--- config.mk ---
export PLATFORM = sky130hd
export DESIGN_NAME = quad_encoder_counter
export DESIGN_NICKNAME = d
export VERILOG_FILES = /design/src/qec_pkg.sv /design/src/quad_encoder_counter.sv
export SDC_FILE = /design/constraint.sdc
export NUM_CORES = 1
export LEC_CHECK = 0
export BUFFER_PORTS_ARGS = -buffer_cell sky130_fd_sc_hd__buf_2
export CAP_MARGIN = 0
export CORE_MARGIN = 2
export CORE_UTILIZATION = 55
export CTS_BUF_LIST = sky130_fd_sc_hd__clkbuf_2
export CTS_CLUSTER_DIAMETER = 150
export DETAILED_ROUTE_END_ITERATION = 8
export PLACE_DENSITY = 0.78
export SYNTH_ARGS = -nofsm -noshare
export SYNTH_HDL_FRONTEND = slang
export SYNTH_SLANG_ARGS = --single-unit
--- constraint.sdc ---
create_clock -name clock_in -period 3.8 [get_ports clock_in]
set_input_delay 0.38 -clock clock_in [delete_from_list [all_inputs] [get_ports clock_in]]
set_output_delay 0.38 -clock clock_in [all_outputs]
set_load 0.02 [all_outputs]
--- src/qec_pkg.sv ---
// shared constants and types for the quadrature counter block
package qec_pkg;
	// channel count and counter width
	localparam int CH_NUM = 4;
	localparam int CNT_W = 24;
	// register word index, byte address is four times the index
	localparam logic [3:0] IDX_COUNT0 = 4'h0;
	localparam logic [3:0] IDX_CTRL = 4'h4;
	localparam logic [3:0] IDX_FLAG = 4'h5;
	localparam logic [3:0] IDX_IRQ_STAT = 4'h6;
	localparam logic [3:0] IDX_IRQ_MASK = 4'h7;
	localparam logic [3:0] IDX_INFO = 4'h8;
	// control field position and reset value
	localparam int CTRL_DIR_BIT = 0;
	localparam logic CTRL_DIR_RST = 1'b0;
	// info field positions
	localparam int INFO_ADDR_LSB = 0;
	localparam int INFO_SW_LSB = 4;
	localparam int INFO_REF_LSB = 8;
	// step size and zero values
	localparam logic [23:0] CNT_ONE = 24'h00_0001;
	localparam logic [23:0] CNT_ZERO = 24'h00_0000;
	localparam logic [31:0] RD_ZERO = 32'h0000_0000;

	// pin inputs as sampled by the synchroniser
	typedef struct packed {
		logic [3:0] enc_a; // track a
		logic [3:0] enc_b; // track b
		logic [3:0] index; // index track
		logic [3:0] refer; // reference input
		logic [3:0] rst_sw_n; // reset enable switches, low enables
		logic [3:0] addr; // module address selector
	} pin_type;

	// whole state of the counter block
	typedef struct packed {
		pin_type sync1; // first synchroniser stage
		pin_type sync2; // second synchroniser stage
		logic [3:0] prev_a; // track a one cycle ago
		logic [3:0] prev_b; // track b one cycle ago
		logic [3:0][23:0] count; // signed counts
		logic [3:0] flag; // sticky reset flags, cleared by query
		logic [3:0] irq_stat; // sticky interrupt status
		logic [3:0] irq_mask; // interrupt mask
		logic dir_inv; // count direction inversion
		logic ack; // bus answer cycle
		logic [31:0] rdata; // read data
	} state_type;
endpackage : qec_pkg

--- src/quad_encoder_counter.sv ---
// four-channel quadrature encoder counter with avalon-mm registers
//
// Our own choices: the register offsets and the Avalon-MM slave port.
`timescale 1ns/1ns

// What this block does
// - four channels, each a 24-bit counter
// - count up or down from track phase
// - clear count on reference and index together
// - reference clear enabled when switch off
// - count reads as signed 24-bit value
// - direction bit one inverts counting
// - sticky reset flag, cleared by each query, a new clear in the same cycle wins
// - module address from 4-bit selector
// - index and reference indicator outputs
module quad_encoder_counter
	import qec_pkg::*;
(
	input wire logic clock_in, // 50 mhz clock
	input wire logic nrst_in, // synchronous reset, low active
	input wire logic [5:0] avs_address_in, // byte address
	input wire logic avs_read_in, // read request
	input wire logic avs_write_in, // write request
	input wire logic [31:0] avs_writedata_in, // write data
	input wire logic [3:0] avs_byteenable_in, // byte lanes
	output logic [31:0] avs_readdata_out, // read data
	output logic avs_waitrequest_out, // stall
	input wire logic [3:0] enc_a_in, // encoder track a
	input wire logic [3:0] enc_b_in, // encoder track b
	input wire logic [3:0] enc_index_in, // encoder index track
	input wire logic [3:0] ref_in, // reference initiator
	input wire logic [3:0] nreference_reset_enable_in, // switch, low enables
	input wire logic [3:0] address_selector_in, // rotary selector
	output logic [3:0] address_out, // module address
	output logic [3:0] index_led_out, // index activity indicator
	output logic [3:0] ref_led_out, // reference level indicator
	output logic irq_out // level interrupt
);

	state_type s_r; // registered state
	state_type s_nxt; // next state
	pin_type pins; // raw pin bundle
	logic [3:0] step_c; // valid single step this cycle
	logic [3:0] up_c; // step direction is up
	logic [3:0] clr_c; // reference clear this cycle
	logic [3:0] widx; // word index of request
	logic done_c; // request completes this edge
	logic [23:0] cnt_sel_c; // count word addressed by the bus
	logic flag_query_c; // flag query completes this edge

	// gather pins into one bundle
	assign pins = '{enc_a: enc_a_in, enc_b: enc_b_in, index: enc_index_in,
		refer: ref_in, rst_sw_n: nreference_reset_enable_in, addr: address_selector_in};
	assign widx = avs_address_in[5:2];
	// count word under the bus address, used by the read checks
	assign cnt_sel_c = s_r.count[widx[1:0]];
	// a completed read of the flag word is a query
	assign flag_query_c = done_c & avs_read_in & (widx == IDX_FLAG);

	// next state of the whole block
	always_comb begin
		s_nxt = s_r;
		step_c = '0;
		up_c = '0;
		clr_c = '0;
		done_c = (avs_read_in | avs_write_in) & s_r.ack;
		s_nxt.sync1 = pins;
		s_nxt.sync2 = s_r.sync1;
		s_nxt.prev_a = s_r.sync2.enc_a;
		s_nxt.prev_b = s_r.sync2.enc_b;
		// one wait cycle, then the answer
		s_nxt.ack = (avs_read_in | avs_write_in) & ~s_r.ack;
		for (int i = 0; i < CH_NUM; i++) begin
			step_c[i] = (s_r.sync2.enc_a[i] ^ s_r.prev_a[i]) ^ (s_r.sync2.enc_b[i] ^ s_r.prev_b[i]);
			up_c[i] = s_r.prev_a[i] ^ s_r.sync2.enc_b[i] ^ s_r.dir_inv;
			clr_c[i] = ~s_r.sync2.rst_sw_n[i] & s_r.sync2.refer[i] & s_r.sync2.index[i];
			if (clr_c[i]) begin
				s_nxt.count[i] = CNT_ZERO;
			end else if (step_c[i]) begin
				s_nxt.count[i] = up_c[i] ? s_r.count[i] + CNT_ONE : s_r.count[i] - CNT_ONE;
			end
		end
		// capture read data in the wait cycle
		if (avs_read_in & ~s_r.ack) begin
			s_nxt.rdata = RD_ZERO;
			unique case (widx)
				4'h0, 4'h1, 4'h2, 4'h3: begin
					// two's complement count in low bits
					s_nxt.rdata[23:0] = s_r.count[widx[1:0]];
				end
				IDX_CTRL: begin
					s_nxt.rdata[CTRL_DIR_BIT] = s_r.dir_inv;
				end
				IDX_FLAG: begin
					s_nxt.rdata[3:0] = s_r.flag;
				end
				IDX_IRQ_STAT: begin
					s_nxt.rdata[3:0] = s_r.irq_stat;
				end
				IDX_IRQ_MASK: begin
					s_nxt.rdata[3:0] = s_r.irq_mask;
				end
				IDX_INFO: begin
					s_nxt.rdata[INFO_ADDR_LSB +: 4] = s_r.sync2.addr;
					s_nxt.rdata[INFO_SW_LSB +: 4] = s_r.sync2.rst_sw_n;
					s_nxt.rdata[INFO_REF_LSB +: 4] = s_r.sync2.refer;
				end
				default: begin
					// unmapped reads as zero
					s_nxt.rdata = RD_ZERO;
				end
			endcase
		end
		if (done_c & avs_read_in & (widx == IDX_FLAG)) begin
			s_nxt.flag = '0;
		end
		// writes take effect on the answer edge
		if (done_c & avs_write_in & avs_byteenable_in[0]) begin
			if (widx == IDX_CTRL) begin
				s_nxt.dir_inv = avs_writedata_in[CTRL_DIR_BIT];
			end
			if (widx == IDX_IRQ_STAT) begin
				s_nxt.irq_stat = s_r.irq_stat & ~avs_writedata_in[3:0];
			end
			if (widx == IDX_IRQ_MASK) begin
				s_nxt.irq_mask = avs_writedata_in[3:0];
			end
		end
		// a new clear sets, and wins over the query
		s_nxt.flag = s_nxt.flag | clr_c;
		// set wins over write-one-to-clear
		s_nxt.irq_stat = s_nxt.irq_stat | clr_c;
	end

	// state register
	always_ff @(posedge clock_in) begin
		if (!nrst_in) begin
			s_r <= '0;
			s_r.dir_inv <= CTRL_DIR_RST;
		end else begin
			s_r <= s_nxt;
		end
	end

	// bus, address and indicator outputs
	assign avs_waitrequest_out = (avs_read_in | avs_write_in) & ~s_r.ack;
	assign avs_readdata_out = s_r.rdata;
	assign address_out = s_r.sync2.addr;
	assign index_led_out = s_r.sync2.index;
	assign ref_led_out = s_r.sync2.refer;
	// interrupt when an unmasked bit is set
	assign irq_out = |(s_r.irq_stat & s_r.irq_mask);

	// bus answer within one wait cycle
	a_bus_answer: assert property (@(posedge clock_in) disable iff (!nrst_in)
		(avs_read_in | avs_write_in) |-> ##[0:1] !avs_waitrequest_out)
		else $error("bus request not answered in time");

	a_addr_follow: assert property (@(posedge clock_in) disable iff (!nrst_in)
		$past(nrst_in, 3) |-> address_out == $past(address_selector_in, 2))
		else $error("address output does not follow selector");

	a_ref_led: assert property (@(posedge clock_in) disable iff (!nrst_in)
		$past(nrst_in, 3) |-> ref_led_out == $past(ref_in, 2))
		else $error("reference indicator wrong");

	a_dir_write: assert property (@(posedge clock_in) disable iff (!nrst_in)
		(avs_write_in && !avs_waitrequest_out && widx == IDX_CTRL && avs_byteenable_in[0])
		|=> s_r.dir_inv == $past(avs_writedata_in[CTRL_DIR_BIT]))
		else $error("direction setting not stored");

	for (genvar g = 0; g < CH_NUM; g++) begin : g_chk
		a_ref_clear: assert property (@(posedge clock_in) disable iff (!nrst_in)
			clr_c[g] |=> s_r.count[g] == CNT_ZERO)
			else $error("count not cleared");
		a_sw_block: assert property (@(posedge clock_in) disable iff (!nrst_in)
			(s_r.sync2.rst_sw_n[g] && !step_c[g]) |=> $stable(s_r.count[g]))
			else $error("count changed with clear disabled");
		a_step_up: assert property (@(posedge clock_in) disable iff (!nrst_in)
			(step_c[g] && up_c[g] && !clr_c[g]) |=> s_r.count[g] == $past(s_r.count[g]) + CNT_ONE)
			else $error("up step wrong");
		a_wrap_max: assert property (@(posedge clock_in) disable iff (!nrst_in)
			(s_r.count[g] == 24'h7F_FFFF && step_c[g] && up_c[g] && !clr_c[g])
			|=> s_r.count[g] == 24'h80_0000)
			else $error("count does not wrap");
		// inversion turns a normal up step into a down step
		a_dir_inv: assert property (@(posedge clock_in) disable iff (!nrst_in)
			(step_c[g] && s_r.dir_inv && (s_r.prev_a[g] ^ s_r.sync2.enc_b[g]) && !clr_c[g])
			|=> s_r.count[g] == $past(s_r.count[g]) - CNT_ONE)
			else $error("direction not inverted");

		a_step_down: assert property (@(posedge clock_in) disable iff (!nrst_in)
			(step_c[g] && !up_c[g] && !clr_c[g]) |=> s_r.count[g] == $past(s_r.count[g]) - CNT_ONE)
			else $error("down step wrong");

		a_flag_hold: assert property (@(posedge clock_in) disable iff (!nrst_in)
			(s_r.flag[g] && !flag_query_c) |=> s_r.flag[g])
			else $error("reset flag dropped without query");

		// a clear raises the interrupt status
		a_irq_set: assert property (@(posedge clock_in) disable iff (!nrst_in)
			clr_c[g] |=> s_r.irq_stat[g])
			else $error("interrupt status not set by clear");
		a_double_skip: assert property (@(posedge clock_in) disable iff (!nrst_in)
			((s_r.sync2.enc_a[g] != s_r.prev_a[g]) && (s_r.sync2.enc_b[g] != s_r.prev_b[g])
			&& !clr_c[g]) |=> $stable(s_r.count[g]))
			else $error("double change counted");
		a_flag_set: assert property (@(posedge clock_in) disable iff (!nrst_in)
			clr_c[g] |=> s_r.flag[g] ##1 (s_r.flag[g] || $past(avs_read_in)))
			else $error("reset flag lost");
	end

	a_flag_query: assert property (@(posedge clock_in) disable iff (!nrst_in)
		(done_c && avs_read_in && widx == IDX_FLAG && clr_c == '0) |=> s_r.flag == '0)
		else $error("flag not cleared by query");

	// index indicator follows the synchronised index
	a_index_led: assert property (@(posedge clock_in) disable iff (!nrst_in)
		$past(nrst_in, 3) |-> index_led_out == $past(enc_index_in, 2))
		else $error("index indicator wrong");

	// no stall while the bus is idle
	a_wait_idle: assert property (@(posedge clock_in) disable iff (!nrst_in)
		!(avs_read_in || avs_write_in) |-> !avs_waitrequest_out)
		else $error("stall without request");

	// count read returns the count of the wait cycle
	a_read_count: assert property (@(posedge clock_in) disable iff (!nrst_in)
		(done_c && avs_read_in && widx < IDX_CTRL) |-> avs_readdata_out[23:0] == $past(cnt_sel_c))
		else $error("count read data wrong");

	// upper bits of a count word read as zero
	a_read_high: assert property (@(posedge clock_in) disable iff (!nrst_in)
		(done_c && avs_read_in && widx < IDX_CTRL) |-> avs_readdata_out[31:24] == 8'h00)
		else $error("count upper bits not zero");

	// mask write is stored on the answer edge
	a_mask_write: assert property (@(posedge clock_in) disable iff (!nrst_in)
		(avs_write_in && !avs_waitrequest_out && widx == IDX_IRQ_MASK && avs_byteenable_in[0])
		|=> s_r.irq_mask == $past(avs_writedata_in[3:0]))
		else $error("interrupt mask not stored");

	// a cleared mask keeps the interrupt low
	a_irq_masked: assert property (@(posedge clock_in) disable iff (!nrst_in)
		(s_r.irq_mask == 4'h0) |-> !irq_out)
		else $error("interrupt raised while masked");

	// main scenarios
	c_count_up: cover property (@(posedge clock_in) disable iff (!nrst_in) step_c[0] && up_c[0]);
	c_dir_inv: cover property (@(posedge clock_in) disable iff (!nrst_in) step_c[0] && s_r.dir_inv);
	c_ref_clear: cover property (@(posedge clock_in) disable iff (!nrst_in) clr_c[0]);
	c_flag_read: cover property (@(posedge clock_in) disable iff (!nrst_in)
		done_c && avs_read_in && widx == IDX_FLAG && s_r.flag != '0);
	c_irq: cover property (@(posedge clock_in) disable iff (!nrst_in) irq_out);

endmodule : quad_encoder_counter

# [Yosys cells after proc, flatten, opt, wreduce, memory -nomap -nowiden]
# Cells that the tools add are included.
[totals] wordCells=112 register_bits=190 mem_count=0 mem_bits_rw=0 mem_bits_ro=0 latchBits=0
[classes] div=0 mux=15 order_cmp=1 n_addsub=8 reduce_logical=9 shift=0 eq_ne=8 bitwise=47 mul=0
[op_table] cell="2-to-1 mux 24 bit" count=5
[op_table] cell="adder 24 x 1 -> 24 bit (second input constant)" count=4
[op_table] cell="subtractor 24 x 1 -> 24 bit (second input constant)" count=4
[op_table] cell="binary-select mux 24 bit (select 2 bit)" count=1
[op_table] cell="bitwise XOR 1 bit" count=20
[op_table] cell="equality test 4 x 3 -> 1 bit (second input constant)" count=4
[op_table] cell="case mux 8 bit (2 select lines)" count=1
[op_table] cell="AND 1 bit" count=15
[op_table] cell="case mux 3 bit (5 select lines)" count=1
[op_table] cell="2-to-1 mux 12 bit" count=1
[op_table] cell="2-to-1 mux 4 bit" count=3
[op_table] cell="2-to-1 mux 9 bit" count=1
[op_table] cell="AND 4 bit" count=2
[op_table] cell="equality test 4 x 2 -> 1 bit (second input constant)" count=2
[op_table] cell="bitwise OR 4 bit" count=2
[op_table] cell="OR reduction 2 bit" count=4
[op_table] cell="OR reduction 4 bit" count=2
[op_table] cell="inverter 1 bit" count=6
[op_table] cell="case mux 1 bit (6 select lines)" count=1
[op_table] cell="equality test 4 x 1 -> 1 bit (second input constant)" count=1
[op_table] cell="equality test 4 bit (second input constant)" count=1
[op_table] cell="logical NOT 4 bit" count=1
[op_table] cell="inverter 4 bit" count=1
[op_table] cell="AND reduction 2 bit" count=2
[op_table] cell="3 further kinds" count=3

# [Logic depth before layout (Yosys ltp)]
# Gate-level depths: netlist (run 1).
[logic_depth] word_depth=6 mapped_depth=13 depth_no_buf=9

# [Least setup slack after synthesis (run 1)]
# No wires, ideal clock.
[synth_path] kind="register to register" from="register s_r[33] (netlist name)" to="register s_r[138] (netlist name)" t_required_ns=3.668 path_stages_with_launch=12 setup_time_ns=0.132 slack_ns=0.450 arrival_time_ns=3.218 path_buffers=2 cell_sequence="dfxtp_1 xor3_1 buf_2 buf_1 xnor2_1 ha_1 or4_1 o41ai_1 a21boi_0 nor4b_1 o21a_1 nor3_1"
[synth_between] elab_chain_cells=2
[synth_lines] item="start, declared" line="quad_encoder_counter.sv:40" text="state_type s_r;"
[synth_lines] item="start signal, assigned" line="quad_encoder_counter.sv:141" text="s_r <= s_nxt;"
[synth_lines] item="bitwise XOR 1 bit" line="quad_encoder_counter.sv:75" text="up_c[i] = s_r.prev_a[i] ^ s_r.sync2.enc_b[i] ^ s_r.dir_inv;"
[synth_lines] item="2-to-1 mux 24 bit" line="quad_encoder_counter.sv:80" text="s_nxt.count[i] = up_c[i] ? s_r.count[i] + CNT_ONE : s_r.count[i] - CNT_ONE;"
# Every way passes these cells.
# A chain may end at the register's enable or synchronous reset.

# [Final worst setup path (run 1)]
# Same ends and word-level chain as after synthesis.

==> metrics.md, run 1 <==
| Metric | Value |
|---|---|
| Internal power | 3.708 mW |
| Largest net degree at the start of global routing | 56 |
| Post-route setup slack | 0.5511 ns |
| Per-cell routed wire length | 19.05 um |
| RSZ-0062 raised after global routing | false |
| Cells after synthesis | 1409 |
| Die height | 150.2 um |
| Vias | 10.74k |
| Placed Area | 0.01179 mm2 |
| Worst-margin pin slew | 0.9939 ns |
| IO Port Bufs | 74 |
| DP Wirelength | 22210 um |
| Worst skew pair latency | 0.84 ns |
| Power density over the cells | 531.4 mW/mm2 |
| Final nets | 1457 |
| RR Endpoint | s_r[138] |
| Clock Path Buffers | 2 |
| DRC Markers | 0 |
| Max-cap violation count | 0 |
| Peak VDD IR | 0.2583 mV |
| P_sw | 2.882 mW |
| All-Layer GR Usage | 28.33% |
| IO Count | 116 |
| Initial antenna violation count | 2 |
| Synth top area share | 32.36% |
| Post-layout util | 59.00% |
| Sink Count | 190 |
| Pre-CTS WS | 0.7094 ns |
| Worst Hold End | s_r[33] |
| Crit Path Class | flip-flop to flip-flop |
| CTS resizes | 0 |
| Layout area overhead | 5.503% |
| Outcome | finished clean |
| Worst reg2reg path depth | 9 |
| Drt first pass iters | 6 |
| Worst EP required | 4.56 ns |
| TNS Setup | 0 ns |
| Post-synthesis async set-or-reset flop share | 0% |
| Area leader, netlist | dfxtp_1 |
| Prevailing post-synth register cell | dfxtp_1 |
| Flop pwr share | 43.9% |
| Clk_skew | 0.05316 ns |
| Combinational cell fraction of total power | 39.2% |
| Max frequency | 0.3078 GHz |
| Vias per Instance | 6.422 |
| Setup Fix Bufs, Post-CTS | 0 |
| Cts bufs inserted | 17 |
| RePlAce Congestion | 1.011 |
| Final ANT Viol Nets | 0 |
| Setup violators final | 0 |
| Worst-path clk slew | 0.34 ns |
| Slew Limit Fails | 0 |
| Worst Hold Depth | 5 |
| Switching part of the total | 43.73% |
| Gr ovfl total | 0 |
| R2R Path Start | s_r[33] |
| Die area | 0.02256 mm2 |
| Arr. time, crit path | 4.01 ns |
| Starting Density | 55.92% |
| Synthesized area | 0.01176 mm2 |
| Critical Path Start Type | flip-flop |
| Die width | 150.2 um |
| H-tree depth | 4 |
| Iter 0 DRT Violations | 1185 |
| Row count | 53 |
| Yosys warns | 0 |
| Period utilization | 85.50% |
| Share of cells above drive strength 1 | 12.97% |
| CTS root buffer | clkbuf_2 |
| Clock share of power | 17.0% |
| Core area | 0.02102 mm2 |
| Synthesized area per cell | 8.343 um2 |
| DP Cell Count | 1608 |
| FILL cells | 1812 |
| Top cells by area, synth | dfxtp_1, mux4_2, xnor2_1 |
| Max_slew headroom | 33.58% |
| Flop-to-flop setup slack | 0.55 ns |
| Post-route cell area | 0.01240 mm2 |
| Min Tclk post-route | 3.249 ns |
| TritonCTS clock tree | done |
| Post-route insts no fill | 1672 |
| Hold_buf cts | 31 |
| HP Class | input pin to flip-flop |
| Worst hold slack | 0.1189 ns |
| Netlist cell types | 74 |
| Pwr Total | 6.591 mW |
| Post-synth EDFFs | 0 |
| Vias in the first global route | 9758 |
| Part of the Yosys area used for sequential elements | 32.36% |
| Element type at the critical path end | flip-flop |
| Global-route wire length before repair | 50520 um |
| Final Hold Fails | 0 |
| Final WL | 31850 um |
| Critical path fanouts, max | 6 |
| Leakage | 4.626 nW |
| Flops & latches, synth | 190 |
| Hold_sp | avs_byteenable_in[0] |
[layout by cell type, fill, tap and decap left out, types with 43 or more instances in the layout]
cell	synthesis	layout
nor2_1	131	131
nor4_1	46	46
nand4_1	50	50
o21ai_0	43	43
dfxtp_1	190	190
nand3_1	47	47
nand2_1	72	72
xnor2_1	57	57
nor3_1	74	73
buf_2	12	74
and2_1	68	68
[state kept, by name, summed over array words and instances, names as in the netlist]
name              cells
index_led_out         4
address_out           4
ref_led_out           4
s_nxt                32
avs_readdata_out     24
s_r                 122
[power by group through the flow]
stage | clock network, mW | registers (mW) | logic [mW]
3_3_place_gp | 0 | 2.89 | 2.43
3_5_place_dp | 0 | 2.89 | 2.49
6_report | 1.12 | 2.89 | 2.58
2_1_floorplan | 0 | 2.42 | 2.39
4_1_cts | 1.13 | 2.85 | 2.53
5_1_grt | 1.22 | 2.93 | 2.85
[cell families (layout without fill, tap and decap cells)]
group | count (synthesis) | after routing | share of synthesized area (%)
xor gates and xnor gates | 96 | 96 | 8.132
muxes | 71 | 71 | 8.781
other | 1 | 9 | 0.03190
and+or+nand+nor | 649 | 649 | 30.20
adders and majority gates | 4 | 4 | 0.4258
AOI/OAI and AO/OA | 211 | 211 | 12.48
buffers and inverters | 187 | 167 | 7.600
DFF | 190 | 190 | 32.36
[layout make-up]
class / instances / area (um2) / area share [%]
clock inverters: 15 / 212.7 / 1.715
clock buffers: 17 / 85.08 / 0.6860
well taps: 275 / 344.1 / 2.774
flip-flops and latches: 190 / 3804 / 30.67
multi-input cells: 1039 / 7089 / 57.16
diodes: 1 / 2.502 / 0.02018
inverters: 11 / 41.29 / 0.3329
repair buffers: 124 / 823.3 / 6.638
[critical path, cell delays in order (launching register included)]
cell      delay (ns)
dfxtp_1         0.46
xor3_1          0.47
xnor2_1         0.14
ha_1            0.24
or4_1           0.51
o41ai_1         0.41
a21boi_0        0.31
nor4b_1         0.38
nor3_1          0.08
nor3_1          0.17
[worst max-delay path by stage]
stage                          start       end  slack [ns]  cells past startpoint
after detailed placement     s_r[33]  s_r[138]        0.71                      9
after CTS                 s_nxt[145]  s_r[138]        0.62                      9
final                        s_r[33]  s_r[138]        0.55                      9
after floorplan              s_r[33]  s_r[138]        0.45                     11
after global placement       s_r[33]  s_r[138]        0.72                      9
after global routing         s_r[33]  s_r[138]        0.27                      9
[layer usage]
layer / global-route usage (%) / vias up / routed length (um)
li1: - / 5026 / -
met1: 37.31 / 5029 / 13350
met2: 44.91 / 587 / 14480
met3: 6.848 / 94 / 2781
met4: 11.23 / 2 / 1227
met5: 0 / - / 11
[cell usage after synthesis (all sizes together) (6+ instances only)]
cell    instances
buf            65
a211oi          8
or3            16
nor4b           6
nand4          50
and3           20
nand3          47
nor4           46
a21boi         11
or4            32
mux4           25
nor3           74
a21oi          41
nand2          72
o22ai           6
nor3b          11
and2           68
a22oi          23
or2             9
o21ai          43
mux2            7
xnor2          57
inv            11
dfxtp         190
nor2b          35
o21a            8
o211ai          6
a222oi          8
mux2i          39
o31ai           6
nor2          131
and4           12
a31oi           6
xor2           31
clkbuf        111
(Power assumes the default switching activity.)
==> inputs of run 2 (changes only) <==
REMOVE_ABC_BUFFERS = 1   (was unset)
==> run 2 against run 1 <==
Compared with the run above: total power decreased by 1.5%; critical path depth unchanged; worst hold slack improved by 0.017 ns; via count decreased by 1.0%; critical path type unchanged.
==> metrics.md, run 2 (same netlist as run 1, synthesis figures left out) <==
| Metric | Value |
|---|---|
| Arr. time, crit path | 4.10 ns |
| RePlAce Congestion | 0.9878 |
| Clock Path Buffers | 2 |
| Largest net degree at the start of global routing | 40 |
| Clock share of power | 15.9% |
| Row count | 53 |
| DP Cell Count | 1610 |
| Pre-CTS WS | 0.5393 ns |
| Gr ovfl total | 0 |
| Min Tclk post-route | 3.352 ns |
| Initial antenna violation count | 2 |
| Worst EP required | 4.54 ns |
| IO Port Bufs | 74 |
| Critical-path top delay cell | dfxtp_1 |
| Worst path bufs/invs | 0 |
| Worst-margin pin slew | 0.9889 ns |
| Share of cells above drive strength 1 | 13.09% |
| Final ANT Viol Nets | 0 |
| Die area | 0.02256 mm2 |
| TNS Setup | 0 ns |
| DP Wirelength | 22490 um |
| Crit-path cells | xor3_1 -> xnor2_1 -> ha_1 -> or4_1 -> o41ai_1 -> a21boi_0 -> nor4b_1 -> nor3_1 -> nor3_1 |
| Flop pwr share | 44.5% |
| Max frequency | 0.2984 GHz |
| Flop-to-flop setup slack | 0.45 ns |
| Final nets | 1459 |
| Element type at the critical path end | flip-flop |
| Critical Path Start Type | flip-flop |
| Vias per Instance | 6.347 |
| Vias | 10.63k |
| Worst-path clk slew | 0.29 ns |
| Sink Count | 190 |
| Power density over the cells | 525.1 mW/mm2 |
| Max-cap violation count | 0 |
| Max_slew headroom | 33.60% |
| Final Hold Fails | 0 |
| IO Count | 116 |
| Die height | 150.2 um |
| Final WL | 31410 um |
| Post-route insts no fill | 1675 |
| Starting Density | 55.92% |
| Reg with most FFs | s_r |
| Crit Path Class | flip-flop to flip-flop |
| Clk_skew | 0.04306 ns |
| Critical path fanouts, max | 6 |
| Global-route wire length before repair | 50070 um |
| TritonCTS clock tree | done |
| Combinational cell fraction of total power | 39.6% |
| Cell repeated most along the worst path | nor3_1 |
| RSZ-0062 raised after global routing | false |
| Crit path max-delay family | simple AND/OR/NAND/NOR gates |
| HP Class | input pin to flip-flop |
| Outcome | finished clean |
| Peak VDD IR | 0.3000 mV |
| Setup violators final | 0 |
| Core area | 0.02102 mm2 |
| Most common cell after layout, fill and taps aside | dfxtp_1 |
| Cts bufs inserted | 17 |
| Most frequent cells in the layout | dfxtp_1, nor2_1, buf_2, nor3_1, nand2_1 |
| Layout area overhead | 5.120% |
| Vias in the first global route | 9527 |
| DRC Markers | 0 |
| Number of flip-flops in the largest register | 122 |
| FILL cells | 1846 |
| H-tree depth | 4 |
| Leakage | 4.618 nW |
| Per-cell routed wire length | 18.75 um |
| Post-route setup slack | 0.4485 ns |
| Switching part of the total | 42.64% |
| Drt first pass iters | 9 |
| Worst skew pair latency | 0.81 ns |
| Slew Limit Fails | 0 |
| Internal power | 3.722 mW |
| All-Layer GR Usage | 28.11% |
| Iter 0 DRT Violations | 1323 |
| CTS root buffer | clkbuf_2 |
| P_sw | 2.767 mW |
| Die width | 150.2 um |
| Period utilization | 88.20% |
| Worst path max stage delay | 0.55 ns |
run 2: cell count changes in the layout (fill, tap and decap cells not counted):
cell        before  now
buf_4           19   21
bufinv_16        0    1
inv_6            2    5
inv_12           2    0
inv_8            0    3
clkinvlp_4       1    2
clkinv_2         0    2
clkinv_4         1    2
clkinv_8         9    0
diode_2          1    2
run 2: what timing repair did:
action,CTS,global route
hold buffers,31,0
gates resized for setup,0,0
setup buffers,0,0
hold endpoints to repair,36,0
run 2: power groups by stage:
| stage | combinational, mW | clock (mW) | sequential [mW] |
|---|---|---|---|
| after floorplan | 1.99 | 0 | 2.67 |
| after global placement | 2.45 | 0 | 2.89 |
| after detailed placement | 2.49 | 0 | 2.90 |
| after CTS | 2.52 | 1.06 | 2.86 |
| after global routing | 2.83 | 1.14 | 2.93 |
| final | 2.57 | 1.03 | 2.89 |
run 2: metal layers:
layer | global-route usage (%) | wire length [um]
met1 | 38.29 | 13730
met2 | 44.82 | 14390
met3 | 5.333 | 2468
met4 | 9.670 | 828
met5 | 0 | 0
run 2: area by class of cell:
type	instances	area [um2]	share of cell area (%)
Antenna cell	2	5.005	0.04050
Clock buffer	17	85.08	0.6885
Clock inverter	15	150.1	1.215
Inverter	11	41.29	0.3341
Multi-Input combinational cell	1039	7089	57.37
Sequential cell	190	3804	30.78
Tap cell	275	344.1	2.785
Timing Repair Buffer	126	838.3	6.784
run 2: per-stage QoR:
stage	util [%]	area, um2	total power [mW]	hold WS (ns)
after floorplan	-	10930	4.661	0.4118
after global placement	56.16	11810	5.336	0.4131
after detailed placement	56.16	11810	5.383	0.4206
after CTS	58.76	12350	6.437	0.08158
after global routing	58.78	12360	6.908	0.05393
final	58.78	12360	6.489	0.1361
run 2: final timing paths:
kind                    from          to  cells past startpoint
hold reg to reg   s_nxt[170]  s_nxt[146]                      1
setup / recovery     s_r[33]    s_r[138]                      9
hold / removal       nrst_in  s_nxt[162]                      2
setup reg to reg     s_r[33]    s_r[138]                      9
